===== src/prfr_pkg.sv =====
package prfr_pkg;

  // command codes of the register bank
  localparam logic [7:0] CMD_THD_LOW  = 8'h03;
  localparam logic [7:0] CMD_THD_HIGH = 8'h04;
  localparam logic [7:0] CMD_CANCEL   = 8'h05;
  localparam logic [7:0] CMD_RESULT   = 8'hf8;
  localparam logic [7:0] CMD_FLAGS    = 8'hf9;

  // register widths and field layout
  localparam int         REG_WIDTH    = 16;
  localparam int         CANCEL_WIDTH = 12;
  localparam int         CANCEL_MSB   = 11;
  localparam int         FLAG_SUN_POS  = 12;
  localparam int         FLAG_HIGH_POS = 9;
  localparam int         FLAG_LOW_POS  = 8;

  // reset values
  localparam logic [15:0] RST_THD_LOW  = 16'h0000;
  localparam logic [15:0] RST_THD_HIGH = 16'hffff;
  localparam logic [11:0] RST_CANCEL   = 12'h000;
  localparam logic [15:0] RST_RESULT   = 16'h0000;
  localparam logic [15:0] RST_RDATA    = 16'h0000;
  localparam logic [15:0] READ_ZERO    = 16'h0000;
  localparam logic [3:0]  CANCEL_PAD   = 4'h0;

  // one register access, taken in a single cycle
  typedef struct packed {
    logic        wr;
    logic        rd;
    logic [7:0]  cmd;
    logic [15:0] wdata;
  } prfr_req_t;

  // sticky event flags
  typedef struct packed {
    logic sun;
    logic high;
    logic low;
  } prfr_flags_t;

endpackage


===== src/prfr_regs.sv =====
`timescale 1ns/1ps
`default_nettype none

module prfr_regs
(
  // clock and asynchronous reset
  input  wire logic               ref_clk,
  input  wire logic               nrst,
  // register access from the host side, then the raw sample and sunlight inputs
  input  wire prfr_pkg::prfr_req_t regReq,
  input  wire logic [15:0]        rawCount,
  input  wire logic               rawValid,
  input  wire logic               sunlightEvent,
  // read answer and status, all registered
  output logic      [15:0]        rdData,
  output logic                    rdValid,
  output logic      [15:0]        proximityResult,
  output logic                    eventPending
);

  // register bank state
  logic [15:0]           lowThreshold_q;
  logic [15:0]           highThreshold_q;
  logic [11:0]           offsetCancel_q;
  logic [15:0]           result_q;
  prfr_pkg::prfr_flags_t flags_q;
  logic [15:0]           rdData_q;
  logic                  rdValid_q;
  logic                  eventPending_q;

  // next values, one per register
  logic [15:0]           lowThreshold_d;
  logic [15:0]           highThreshold_d;
  logic [11:0]           offsetCancel_d;
  logic [15:0]           result_d;
  prfr_pkg::prfr_flags_t flags_d;
  logic [15:0]           rdData_d;
  logic                  rdValid_d;
  logic                  eventPending_d;

  // sample path and flag helpers
  logic [15:0]           cancelWide;
  logic [15:0]           corrected;
  logic                  highHit;
  logic                  lowHit;
  logic                  flagsRead;

  // host writes to the two threshold registers
  always_comb
  begin
    lowThreshold_d  = lowThreshold_q;
    highThreshold_d = highThreshold_q;
    if (regReq.wr)
    begin
      unique case (regReq.cmd)
        prfr_pkg::CMD_THD_LOW:  lowThreshold_d  = regReq.wdata;
        // high threshold sits outside the rule set, but high events need it
        prfr_pkg::CMD_THD_HIGH: highThreshold_d = regReq.wdata;
        default:                ;
      endcase
    end
  end

  // thresholds reset wide open, so no crossing shows before the host sets them
  always_ff @(posedge ref_clk or negedge nrst)
  begin
    if (!nrst)
    begin
      lowThreshold_q  <= prfr_pkg::RST_THD_LOW;
      highThreshold_q <= prfr_pkg::RST_THD_HIGH;
    end
    else
    begin
      lowThreshold_q  <= lowThreshold_d;
      highThreshold_q <= highThreshold_d;
    end
  end

  // reserved top nibble dropped, so a careless host cannot widen the offset
  always_comb
  begin
    offsetCancel_d = offsetCancel_q;
    if (regReq.wr && (regReq.cmd == prfr_pkg::CMD_CANCEL))
      offsetCancel_d = regReq.wdata[prfr_pkg::CANCEL_MSB:0];
  end

  // offset cancel register
  always_ff @(posedge ref_clk or negedge nrst)
  begin
    if (!nrst)
      offsetCancel_q <= prfr_pkg::RST_CANCEL;
    else
      offsetCancel_q <= offsetCancel_d;
  end

  // offset correction on each new sample
  always_comb
  begin
    cancelWide = {prfr_pkg::CANCEL_PAD, offsetCancel_q};
    // saturate rather than wrap, a wrap would look like a very close target
    if (rawCount > cancelWide)
      corrected = rawCount - cancelWide;
    else
      corrected = prfr_pkg::RST_RESULT;
    result_d = rawValid ? corrected : result_q;
  end

  // result holds the last corrected sample
  always_ff @(posedge ref_clk or negedge nrst)
  begin
    if (!nrst)
      result_q <= prfr_pkg::RST_RESULT;
    else
      result_q <= result_d;
  end

  // strict compares on the corrected value, only while a sample is valid
  always_comb
  begin
    highHit = rawValid && (corrected > highThreshold_q);
    lowHit  = rawValid && (corrected < lowThreshold_q);
  end

  // sticky flags, cleared by reading the flag register; a new event wins
  always_comb
  begin
    // the read returns the old word, the clear lands on the same edge
    flagsRead    = regReq.rd && (regReq.cmd == prfr_pkg::CMD_FLAGS);
    flags_d.sun  = sunlightEvent || (flags_q.sun && !flagsRead);
    flags_d.high = highHit || (flags_q.high && !flagsRead);
    flags_d.low  = lowHit || (flags_q.low && !flagsRead);
  end

  // flag register
  always_ff @(posedge ref_clk or negedge nrst)
  begin
    if (!nrst)
      flags_q <= '0;
    else
      flags_q <= flags_d;
  end

  // summary taken from the next flags, so it rises with them
  always_comb
  begin
    eventPending_d = flags_d.sun || flags_d.high || flags_d.low;
  end

  // pending summary register
  always_ff @(posedge ref_clk or negedge nrst)
  begin
    if (!nrst)
      eventPending_q <= 1'b0;
    else
      eventPending_q <= eventPending_d;
  end

  // read mux, answered one cycle after the request
  always_comb
  begin
    rdData_d = rdData_q;
    if (regReq.rd)
    begin
      // reserved and unused bits of every word read as zero
      rdData_d = prfr_pkg::READ_ZERO;
      unique case (regReq.cmd)
        prfr_pkg::CMD_THD_LOW:  rdData_d = lowThreshold_q;
        prfr_pkg::CMD_THD_HIGH: rdData_d = highThreshold_q;
        prfr_pkg::CMD_CANCEL:   rdData_d = {prfr_pkg::CANCEL_PAD, offsetCancel_q};
        prfr_pkg::CMD_RESULT:   rdData_d = result_q;
        prfr_pkg::CMD_FLAGS:
        begin
          rdData_d[prfr_pkg::FLAG_SUN_POS]  = flags_q.sun;
          rdData_d[prfr_pkg::FLAG_HIGH_POS] = flags_q.high;
          rdData_d[prfr_pkg::FLAG_LOW_POS]  = flags_q.low;
        end
        default:                rdData_d = prfr_pkg::READ_ZERO; // unmapped reads zero
      endcase
    end
  end

  // read data holds until the next read answer
  always_ff @(posedge ref_clk or negedge nrst)
  begin
    if (!nrst)
      rdData_q <= prfr_pkg::RST_RDATA;
    else
      rdData_q <= rdData_d;
  end

  // every read is answered, mapped or not, so the host never waits
  always_comb
  begin
    rdValid_d = regReq.rd;
  end

  // read answer strobe, one cycle wide
  always_ff @(posedge ref_clk or negedge nrst)
  begin
    if (!nrst)
      rdValid_q <= 1'b0;
    else
      rdValid_q <= rdValid_d;
  end

  // outputs come straight from their flip-flops
  assign rdData          = rdData_q;
  assign rdValid         = rdValid_q;
  assign proximityResult = result_q;
  assign eventPending    = eventPending_q;

endmodule

`default_nettype wire


===== config.mk =====
export PLATFORM = sky130hd
export DESIGN_NAME = prfr_regs
export DESIGN_NICKNAME = d
export VERILOG_FILES = /design/src/prfr_pkg.sv /design/src/prfr_regs.sv
export SDC_FILE = /design/constraint.sdc
export NUM_CORES = 1
export LEC_CHECK = 0
export ABC_AREA = 1
export ABC_CLOCK_PERIOD_IN_PS = 2770
export BUFFER_PORTS_ARGS = -buffer_cell sky130_fd_sc_hd__buf_2
export CAP_MARGIN = 5
export CORE_MARGIN = 2
export CORE_UTILIZATION = 50
export CTS_BUF_LIST = sky130_fd_sc_hd__clkbuf_16
export CTS_CLUSTER_DIAMETER = 40
export CTS_CLUSTER_SIZE = 28
export DETAILED_ROUTE_END_ITERATION = 8
export PLACE_DENSITY = 0.75
export SYNTH_ARGS = -nofsm -noshare
export SYNTH_HDL_FRONTEND = slang
export SYNTH_SLANG_ARGS = --single-unit
export TNS_END_PERCENT = 5

===== constraint.sdc =====
create_clock -name ref_clk -period 2.77 [get_ports ref_clk]
set_input_delay 0.554 -clock ref_clk [delete_from_list [all_inputs] [get_ports ref_clk]]
set_output_delay 0.554 -clock ref_clk [all_outputs]
set_load 0.01 [all_outputs]

==> flow_summary.yaml, run 1 <==
worst_setup_path:
  cp.arrival_ns: 3.34
  regToRegStartpoint: "offsetCancel_q[3]"
  cpPeakStageDelay_ns: 0.39
  critPathCaptureType: "register"
  crit_fanout: 4
  cp-startpoint: "offsetCancel_q[3]"
  critical_path_class: "reg -> reg"
  cp-start-kind: "register"
  crit_buf_inv: 2
  crit_chain: "inv_2, ha_1, or2_2, nand3_2, nand2_4, a31o_2, o21ai_0, a21oi_2, buf_4, ha_1, nand2_1, o21ai_0, nand3_1, a21oi_2, a2111oi_2, nand2_2, nand3_2"
  cp.required_ns: 2.97
  cp_top_family: "compound AO/OA/AOI/OAI gates"
  critPathSlowestCell: "dfrtp_1"
finish:
  syn_to_final_growth_pct: 34.8
  fin_nets: 879
  diodes: 0
  final_cell_area_um2: 6680
  layout-drive-gt1-share_pct: 33.2
placed_design:
  place_congestion: 1.00
  hpwl_um: 11600
  dp_slack_ns: -0.677
  port_buffers: 79
  place_area_um2: 6110
clock_tree:
  cts_inserted_buffers: 9
  clockBufferDepth: 2
  worstSkewPairLatency_ns: 0.34
  hold_buffers: 0
  cts_tree: "yes"
  htree_levels: 3
  cts_sinks: 81
  clkTransAtPathRegs_ns: 0.06
  clockRootBuffer: "clkbuf_16"
sta:
  fin_crit_sh_pct: 113
  slew_violations: 0
  fin_crit_ns: 3.14
  finalWorstSetupSlack_ns: -0.371
  skew_ns: 0.00929
  hold_viol_final: 0
  fmax_mhz: 318
  rsz0062_at_grt: "yes"
  holdWs_ns: 0.229
  slew_headroom_pct: 56.1
  setup-tns-final_ns: -0.982
  setup_viol_count_final: 3
  worst_slew_pin_slew_ns: 0.657
floorplanning:
  rows: 36
  core_um2: 9680
  fp.dieArea_um2: 10700
  die_h_um: 104
  ios: 80
  start_util_pct: 51.1
  die_width_um: 104
routing:
  vias: 4935
  via_per_inst: 5.32
  wl_um: 15100
  ant_nets: 0
  drt_iter0_drc: 349
  first_pass_iters: 5
  wl_per_cell_um: 16.3
  drc: 0
grt:
  antenna_found_initial: 0
  grt_pass1_vias: 4783
  grt_max_degree: 82
  globalRouteOverflowTotal: 0
  grt_util_all_layers_pct: 28.5
  grt_pass1_wl_um: 24100
yosys:
  ys_seq_area_share_pct: 41.3
  ys_top_cells_by_area: "dfrtp_1 (33%), nand2_1 (13%), ha_1 (11%)"
  synth_top_area_share_pct: 32.8
  synth-edff-count: 0
  syn_inst: 634
  synth_area_leader_cell: "dfrtp_1"
  syn_area_um2: 4950
  ys_ff_latch: 81
  synth_flop_cell: "dfrtp_1"
  synth_area_per_cell_um2: 7.81
  yosys_warnings: 0
  synth_nets: 724
  netlist-cell-type-count: 38
  async_reset_ff_share_pct: 100
flow_run:
  drv_cap: 0
power_and_ir_drop:
  powerDensity_nw_per_um2: 486
  p_leak_nw: 3.28
  ir_drop_mv: 0.416
  power_mw: 3.25
hold_path:
  hold_class: "in -> async"
run_status:
  violations: "negative setup slack"
  status: "finished with violations"
==> through the flow <==
step           utilization, %  std cells
2_1_floorplan               -        634
3_3_place_gp             63.1        902
3_5_place_dp             63.1        902
4_1_cts                  67.7        922
5_1_grt                  68.9        927
6_report                 68.9        927
==> metal layers <==
| layer | wire [um] | vias to the layer above | GRT usage (%) |
|---|---|---|---|
| met4 | 305 | 0 | 8.40 |
| li1 | - | 2384 | - |
| met2 | 7250 | 172 | 47.8 |
| met1 | 6660 | 2360 | 37.7 |
| met5 | 0 | - | 0 |
| met3 | 918 | 19 | 5.66 |
==> worst register-to-register path: stages (launching register included) <==
cell and delay, ns:
dfrtp_1 0.39, inv_2 0.10, ha_1 0.27, or2_2 0.31, nand3_2 0.10, nand2_4 0.08
a31o_2 0.24, o21ai_0 0.25, a21oi_2 0.09, buf_4 0.14, ha_1 0.27, nand2_1 0.06
o21ai_0 0.18, nand3_1 0.12, a21oi_2 0.16, a2111oi_2 0.06, nand2_2 0.12, nand3_2 0.07
==> repair_timing <==
item	CTS	global route
setup buffers	4	5
endpoints found under the setup margin	3	3
gates resized for setup	25	20
pin swaps	10	7
==> registers in the layout, indices dropped and copies added (netlist names) <==
name             cells
highThreshold_q     16
lowThreshold_q      16
proximityResult     16
rdData              16
offsetCancel_q      12
flags_q              3
eventPending         1
rdValid              1
==> cell type report <==
| class | instances | area (um^2) |
|---|---|---|
| inverter | 95 | 374 |
| clock buffer | 9 | 225 |
| tap | 133 | 166 |
| sequential | 81 | 2050 |
| timing repair buffer | 160 | 1030 |
| multi-input combinational | 442 | 2760 |
| fill | 797 | 3010 |
| clock inverter | 7 | 71.3 |
==> worst paths after layout <==
path	slack, ns	cells past startpoint	endpoint
worst min-delay path	0.23	2	rdValid
worst max-delay path	-0.37	17	eventPending
min in group ref_clk	0.45	3	highThreshold_q[13]
worst max register to register	-0.37	17	eventPending
worst min register to register	0.48	2	rdData[11]
max in group asynchronous	2.17	2	highThreshold_q[6]
==> synth_stat cells (2+ instances only) <==
cell	number
o21bai_1	2
nand2_4	2
ha_1	43
nand4_1	7
a21o_1	3
a21oi_2	3
clkbuf_1	14
inv_1	93
inv_2	2
or2_2	2
o22ai_1	14
nand2_1	175
nand2_2	7
dfrtp_1	65
xor2_1	5
o21ai_0	77
a21oi_1	27
a31oi_1	4
xnor2_1	3
a221oi_1	4
nor2_1	33
dfstp_2	16
nor4_1	2
o211ai_1	3
nand3_1	9
nand3_2	3
nor3_1	2
buf_2	2
o2111ai_1	3
==> cells by family (layout without fill, tap and decap cells) <==
family,Yosys count,in the layout,synth area share [%]
xor gates and xnor gates,8,8,1.41
adders and majority gates,44,44,11.3
buffers and inverters,111,271,8.46
DFF,81,81,41.3
and+or+nand+nor,247,247,21.3
AOI/OAI and AO/OA,143,143,16.3
==> cells in the final DEF (no fill, tap or decap), types with 3 or more instances in the layout <==
master and n:
dfstp_2 16, nand3_1 6, buf_2 78, nand2_4 3, nand2_2 11, a21o_1 3, o21ai_0 70, xnor2_1 3
nand3_2 6, nand4_1 7, ha_1 31, a21oi_2 9, inv_2 11, nor2_1 28, o211ai_1 3, a21oi_1 20
dfrtp_1 64, o2111ai_1 3, buf_4 80, nand2_1 170, o21ai_1 4, a221oi_1 4, inv_1 84, nor2_2 4
o22ai_1 14, o21ai_2 3, clkbuf_16 9, ha_4 12, a31oi_1 3, xor2_1 4
==> power breakdown <==
part / total, mW / switching (mW) / internal, mW
Sequential: 1.30 / 0.0496 / 1.26
Clock: 1.18 / 0.482 / 0.698
Combinational: 0.761 / 0.418 / 0.343
Total: 3.25 / 0.950 / 2.30
Power figures use the tool's default switching activity.
==> inputs of run 2 (changes only) <==
--- a/config.mk
+++ b/config.mk
@@ -16,6 +16,7 @@
 export CTS_CLUSTER_SIZE = 28
 export DETAILED_ROUTE_END_ITERATION = 8
 export PLACE_DENSITY = 0.75
+export SKIP_CTS_REPAIR_TIMING = 1
 export SYNTH_ARGS = -nofsm -noshare
 export SYNTH_HDL_FRONTEND = slang
 export SYNTH_SLANG_ARGS = --single-unit
==> run 2 against run 1 <==
The flow still finishes with violations (negative setup slack); via count rose by 1.4%; maximum frequency fell by 0.88%; non-clock buffer count did not move; clock skew is 0.00062 ns lower; first-iteration DRC count decreased by 11%; clock-buffer cell count did not move; die area unchanged; largest cell class unchanged; highest routed layer unchanged.
==> flow_summary.yaml, run 2 (same netlist as run 1, synthesis figures left out) <==
worst_setup_path:
  cp.arrival_ns: 3.38
  regToRegStartpoint: "offsetCancel_q[8]"
  rr_endpoint: "eventPending"
  crit_chain: "inv_2, ha_4, a21o_1, inv_1, o21ai_1, nand2_1, nand3_1, a31oi_1, xnor2_1, nor2_1, ha_1, nand4_1, inv_1, nand2_1, o211ai_1, o211ai_1, o21ai_1, nor2_1, nand3_2"
  critPathSlowestCell: "dfrtp_1"
  cp-start-kind: "register"
  rr_worst_depth: 19
  cp-startpoint: "offsetCancel_q[8]"
  cpPeakStageDelay_ns: 0.40
  crit_buf_inv: 3
  critical_path_class: "reg -> reg"
  reg2reg_slack_ns: -0.40
  cp.required_ns: 2.98
  cp_top_family: "compound AO/OA/AOI/OAI gates"
  endpoint: "eventPending"
  critPathCaptureType: "register"
  critical_path_cell_count: 19
  crit_fanout: 4
power_and_ir_drop:
  powerDensity_nw_per_um2: 486
  p_leak_nw: 3.28
  ir_drop_mv: 0.415
  power_mw: 3.25
grt:
  grt_util_all_layers_pct: 28.1
  grt_pass1_vias: 4703
  grt_max_degree: 82
  grt_pass1_wl_um: 23800
  globalRouteOverflowTotal: 0
  antenna_found_initial: 0
finish:
  fin_nets: 879
  fin_util_pct: 69.0
  layout-drive-gt1-share_pct: 33.5
  syn_to_final_growth_pct: 34.8
  final_common_cell: "nand2_1"
  layout.cells.non_filler: 927
  multi_input_area_um2: 2760
  most-common-layout-cells: "nand2_1 (170), inv_1 (83), buf_4 (80), buf_2 (78), o21ai_0 (69)"
  diodes: 0
  ff_latch_area_um2: 2050
  nFillCells: 796
clock_tree:
  clockRootBuffer: "clkbuf_16"
  clockBufferDepth: 2
  worstSkewPairLatency_ns: 0.34
  cts_tree: "yes"
  clkTransAtPathRegs_ns: 0.06
  htree_levels: 3
  cts_sinks: 81
  cts_inserted_buffers: 9
floorplanning:
  start_util_pct: 51.1
  die_width_um: 104
  ios: 80
  rows: 36
  core_um2: 9680
  fp.dieArea_um2: 10700
  die_h_um: 104
placed_design:
  place_congestion: 1.00
  hpwl_um: 11600
  placed_cells: 902
  port_buffers: 79
  dp_slack_ns: -0.677
sta:
  fin_crit_sh_pct: 114
  finalWorstSetupSlack_ns: -0.399
  fin_crit_ns: 3.17
  slew_violations: 0
  setup_viol_count_final: 3
  fmax_mhz: 316
  slew_headroom_pct: 55.7
  worst_slew_pin_slew_ns: 0.664
  rsz0062_at_grt: "yes"
  hold_viol_final: 0
  skew_ns: 0.00867
  setup-tns-final_ns: -0.998
run_status:
  violations: "negative setup slack"
  status: "finished with violations"
routing:
  wl_per_cell_um: 16.5
  vias: 5005
  wl_um: 15300
  drc: 0
  via_per_inst: 5.40
  ant_nets: 0
  drt_iter0_drc: 310
  first_pass_iters: 7
hold_path:
  hold_class: "in -> async"
flow_run:
  drv_cap: 0
-- run 2: how the worst min path moves through the flow --
stage	from	endpoint	slack, ns	depth (start not counted)
floorplan	nrst	eventPending	0.26	0
global placement	rdData[1]	rdData[1]	0.46	2
detailed placement	rdData[11]	rdData[11]	0.46	2
CTS	nrst	rdValid	0.26	2
global route	nrst	rdValid	0.27	2
finish	nrst	rdData[8]	0.24	2
-- run 2: layer usage --
layer	GRT usage [%]	share of wire (%)	wire (um)	vias up
li1	-	-	-	2389
met1	37.9	44	6680	2393
met2	46.8	47	7240	194
met3	4.97	6.1	929	29
met4	8.30	3.0	465	0
met5	0	0	0	-
-- run 2: final cells by class --
cell class | count | share of cell area, %
inverters | 95 | 5.60
well taps | 133 | 2.49
clock inverters | 7 | 1.07
clock buffers | 9 | 3.37
repair buffers | 160 | 15.4
multi-input cells | 442 | 41.4
flip-flops and latches | 81 | 30.7
-- run 2: power breakdown --
part,internal [mW],switching [mW]
Clock,0.698,0.482
Combinational,0.342,0.421
Sequential,1.26,0.0495
-- run 2: per-stage QoR --
step / instance area, um^2 / hold WS [ns]
after floorplan: 5040 / 0.258
after global placement: 6110 / 0.457
after detailed placement: 6110 / 0.465
after CTS: 6400 / 0.262
after global routing: 6680 / 0.274
final: 6680 / 0.239
-- run 2: worst reg2reg max path, delay by kind of cell (launching register included) --
kind | cells | cell delay [ns]
flip-flops | 1 | 0.40
AND/OR/NAND/NOR | 7 | 0.72
XOR/XNOR | 1 | 0.12
adder cells (fa/ha/maj) | 2 | 0.54
AO/OA/AOI/OAI | 6 | 1.00
buffers and inverters | 3 | 0.26
==> inputs of run 3 (changes only) <==
--- a/config.mk
+++ b/config.mk
@@ -10,12 +10,11 @@
 export BUFFER_PORTS_ARGS = -buffer_cell sky130_fd_sc_hd__buf_2
 export CAP_MARGIN = 5
 export CORE_MARGIN = 2
-export CORE_UTILIZATION = 50
+export CORE_UTILIZATION = 25
 export CTS_BUF_LIST = sky130_fd_sc_hd__clkbuf_16
 export CTS_CLUSTER_DIAMETER = 40
 export CTS_CLUSTER_SIZE = 28
 export DETAILED_ROUTE_END_ITERATION = 8
-export PLACE_DENSITY = 0.75
 export SKIP_CTS_REPAIR_TIMING = 1
 export SYNTH_ARGS = -nofsm -noshare
 export SYNTH_HDL_FRONTEND = slang
==> run 3 against run 2 <==
The run still ends with negative setup slack left; final area rose by 3.9%; sequential share of layout area fell by 1.2 points; via count fell by 5.9%.
==> flow_summary.yaml, run 3 (same netlist as run 1, synthesis figures left out) <==
run_status:
  violations: "negative setup slack"
  status: "finished with violations"
finish:
  layout.cells.non_filler: 1069
  fin_nets: 888
  fin_util_pct: 35.6
  layout-drive-gt1-share_pct: 34.2
  most-common-layout-cells: "nand2_1 (169), buf_4 (89), inv_1 (85), buf_2 (78), o21ai_0 (70)"
  syn_to_final_growth_pct: 40.1
  final_common_cell: "nand2_1"
floorplanning:
  die_h_um: 145
  die_width_um: 145
  core_um2: 19500
  fp.dieArea_um2: 21000
  rows: 51
  ios: 80
  start_util_pct: 25.5
worst_setup_path:
  cp.arrival_ns: 3.31
  cp-start-kind: "register"
  cp_top_family: "simple AND/OR/NAND/NOR gates"
  cpPeakStageDelay_ns: 0.39
  rr_worst_depth: 19
  crit_buf_inv: 5
  critPathCaptureType: "register"
  cp.required_ns: 2.99
  critPathSlowestCell: "dfrtp_1"
  crit_chain: "inv_1, ha_4, nand2_1, buf_4, inv_1, nand4_1, nand3_1, nand3_2, nand3_2, xor2_2, nor2_4, buf_4, buf_4, ha_1, nand2_1, nor4_1, nand2_1, nand2_2, nand3_2"
  crit_fanout: 4
  critical_path_class: "reg -> reg"
  critical_path_cell_count: 19
sta:
  worst_slew_pin_slew_ns: 0.652
  finalWorstSetupSlack_ns: -0.318
  fmax_mhz: 324
  skew_ns: 0.00896
  fin_crit_ns: 3.09
  slew_headroom_pct: 56.5
  holdWs_ns: 0.149
  setup_viol_count_final: 3
  rsz0062_at_grt: "yes"
  hold_viol_final: 0
  slew_violations: 0
  fin_crit_sh_pct: 111
clock_tree:
  cts_inserted_buffers: 9
  clockRootBuffer: "clkbuf_16"
  htree_levels: 3
  cts_tree: "yes"
  cts_sinks: 81
  worstSkewPairLatency_ns: 0.35
  clkTransAtPathRegs_ns: 0.06
  clockBufferDepth: 2
routing:
  drt_iter0_drc: 314
  ant_nets: 0
  via_per_inst: 4.41
  drc: 0
  vias: 4712
  first_pass_iters: 5
  wl_um: 15900
  wl_per_cell_um: 14.8
grt:
  use_met2_pct: 24.4
  grt_pass1_wl_um: 24500
  globalRouteOverflowTotal: 0
  grt_max_degree: 49
  gr-usage-met3_pct: 3.62
  antenna_found_initial: 2
  busiest_layer: "met2"
  grt_use_met1_pct: 21.4
  grt_util_all_layers_pct: 15.6
  grt_pass1_vias: 4599
power_and_ir_drop:
  ir_drop_mv: 0.222
  p_clk_share_pct: 36.5
  p_switching_uw: 956
  p_int_mw: 2.31
  power_mw: 3.26
  p_leak_nw: 3.32
  p_comb_share_pct: 23.5
  sequentialPowerShare_pct: 40.0
  p_sw_share_pct: 29.3
  powerDensity_nw_per_um2: 470
placed_design:
  place_congestion: 0.890
  hpwl_um: 12600
  port_buffers: 79
  dp_slack_ns: -0.665
  placed_cells: 1045
flow_run:
  drv_cap: 0
hold_path:
  hold_class: "in -> async"
run 3: cell count changes in the layout (fill, tap and decap cells not counted), sizes merged:
cell / before / now
buf: 160 / 169
clkinvlp: 1 / 2
diode: 0 / 1
inv: 98 / 97
run 3: layout make-up:
cell class / instances / area [um^2]
diodes: 1 / 2.50
clock buffers: 9 / 225
clock inverters: 7 / 71.3
fillers: 2017 / 12500
inverters: 95 / 377
multi-input cells: 442 / 2780
flip-flops and latches: 81 / 2050
well taps: 265 / 332
repair buffers: 169 / 1100
run 3: worst paths after layout:
kind	start	end	slack, ns
setup / recovery	offsetCancel_q[6]	eventPending	-0.32
hold / removal	nrst	rdData[5]	0.15
setup reg to reg	offsetCancel_q[6]	eventPending	-0.32
hold reg to reg	rdData[6]	rdData[6]	0.48
max in group asynchronous	nrst	highThreshold_q[15]	1.95
min in group ref_clk	regReq[12]	highThreshold_q[12]	0.45
run 3: routing by layer:
metal / vias to the layer above / share of wire, %
met4: 2 / 1.4
met1: 2158 / 48
met3: 18 / 5.6
li1: 2410 / -
met5: - / 0.095
met2: 124 / 45
run 3: per-stage QoR:
step / cell area [um^2] / TNS (ns)
after floorplan: 5040 / -0.418
after global placement: 6360 / -1.58
after detailed placement: 6360 / -1.65
after CTS: 6650 / -0.981
after global routing: 6940 / -1.29
final: 6940 / -0.730
run 3: power by group through the flow:
stage | clock network (mW) | logic, mW | registers [mW]
3_3_place_gp | 0 | 0.696 | 1.32
2_1_floorplan | 0 | 0.351 | 1.32
5_1_grt | 1.27 | 0.868 | 1.31
3_5_place_dp | 0 | 0.704 | 1.32
4_1_cts | 1.23 | 0.708 | 1.30
6_report | 1.19 | 0.768 | 1.30
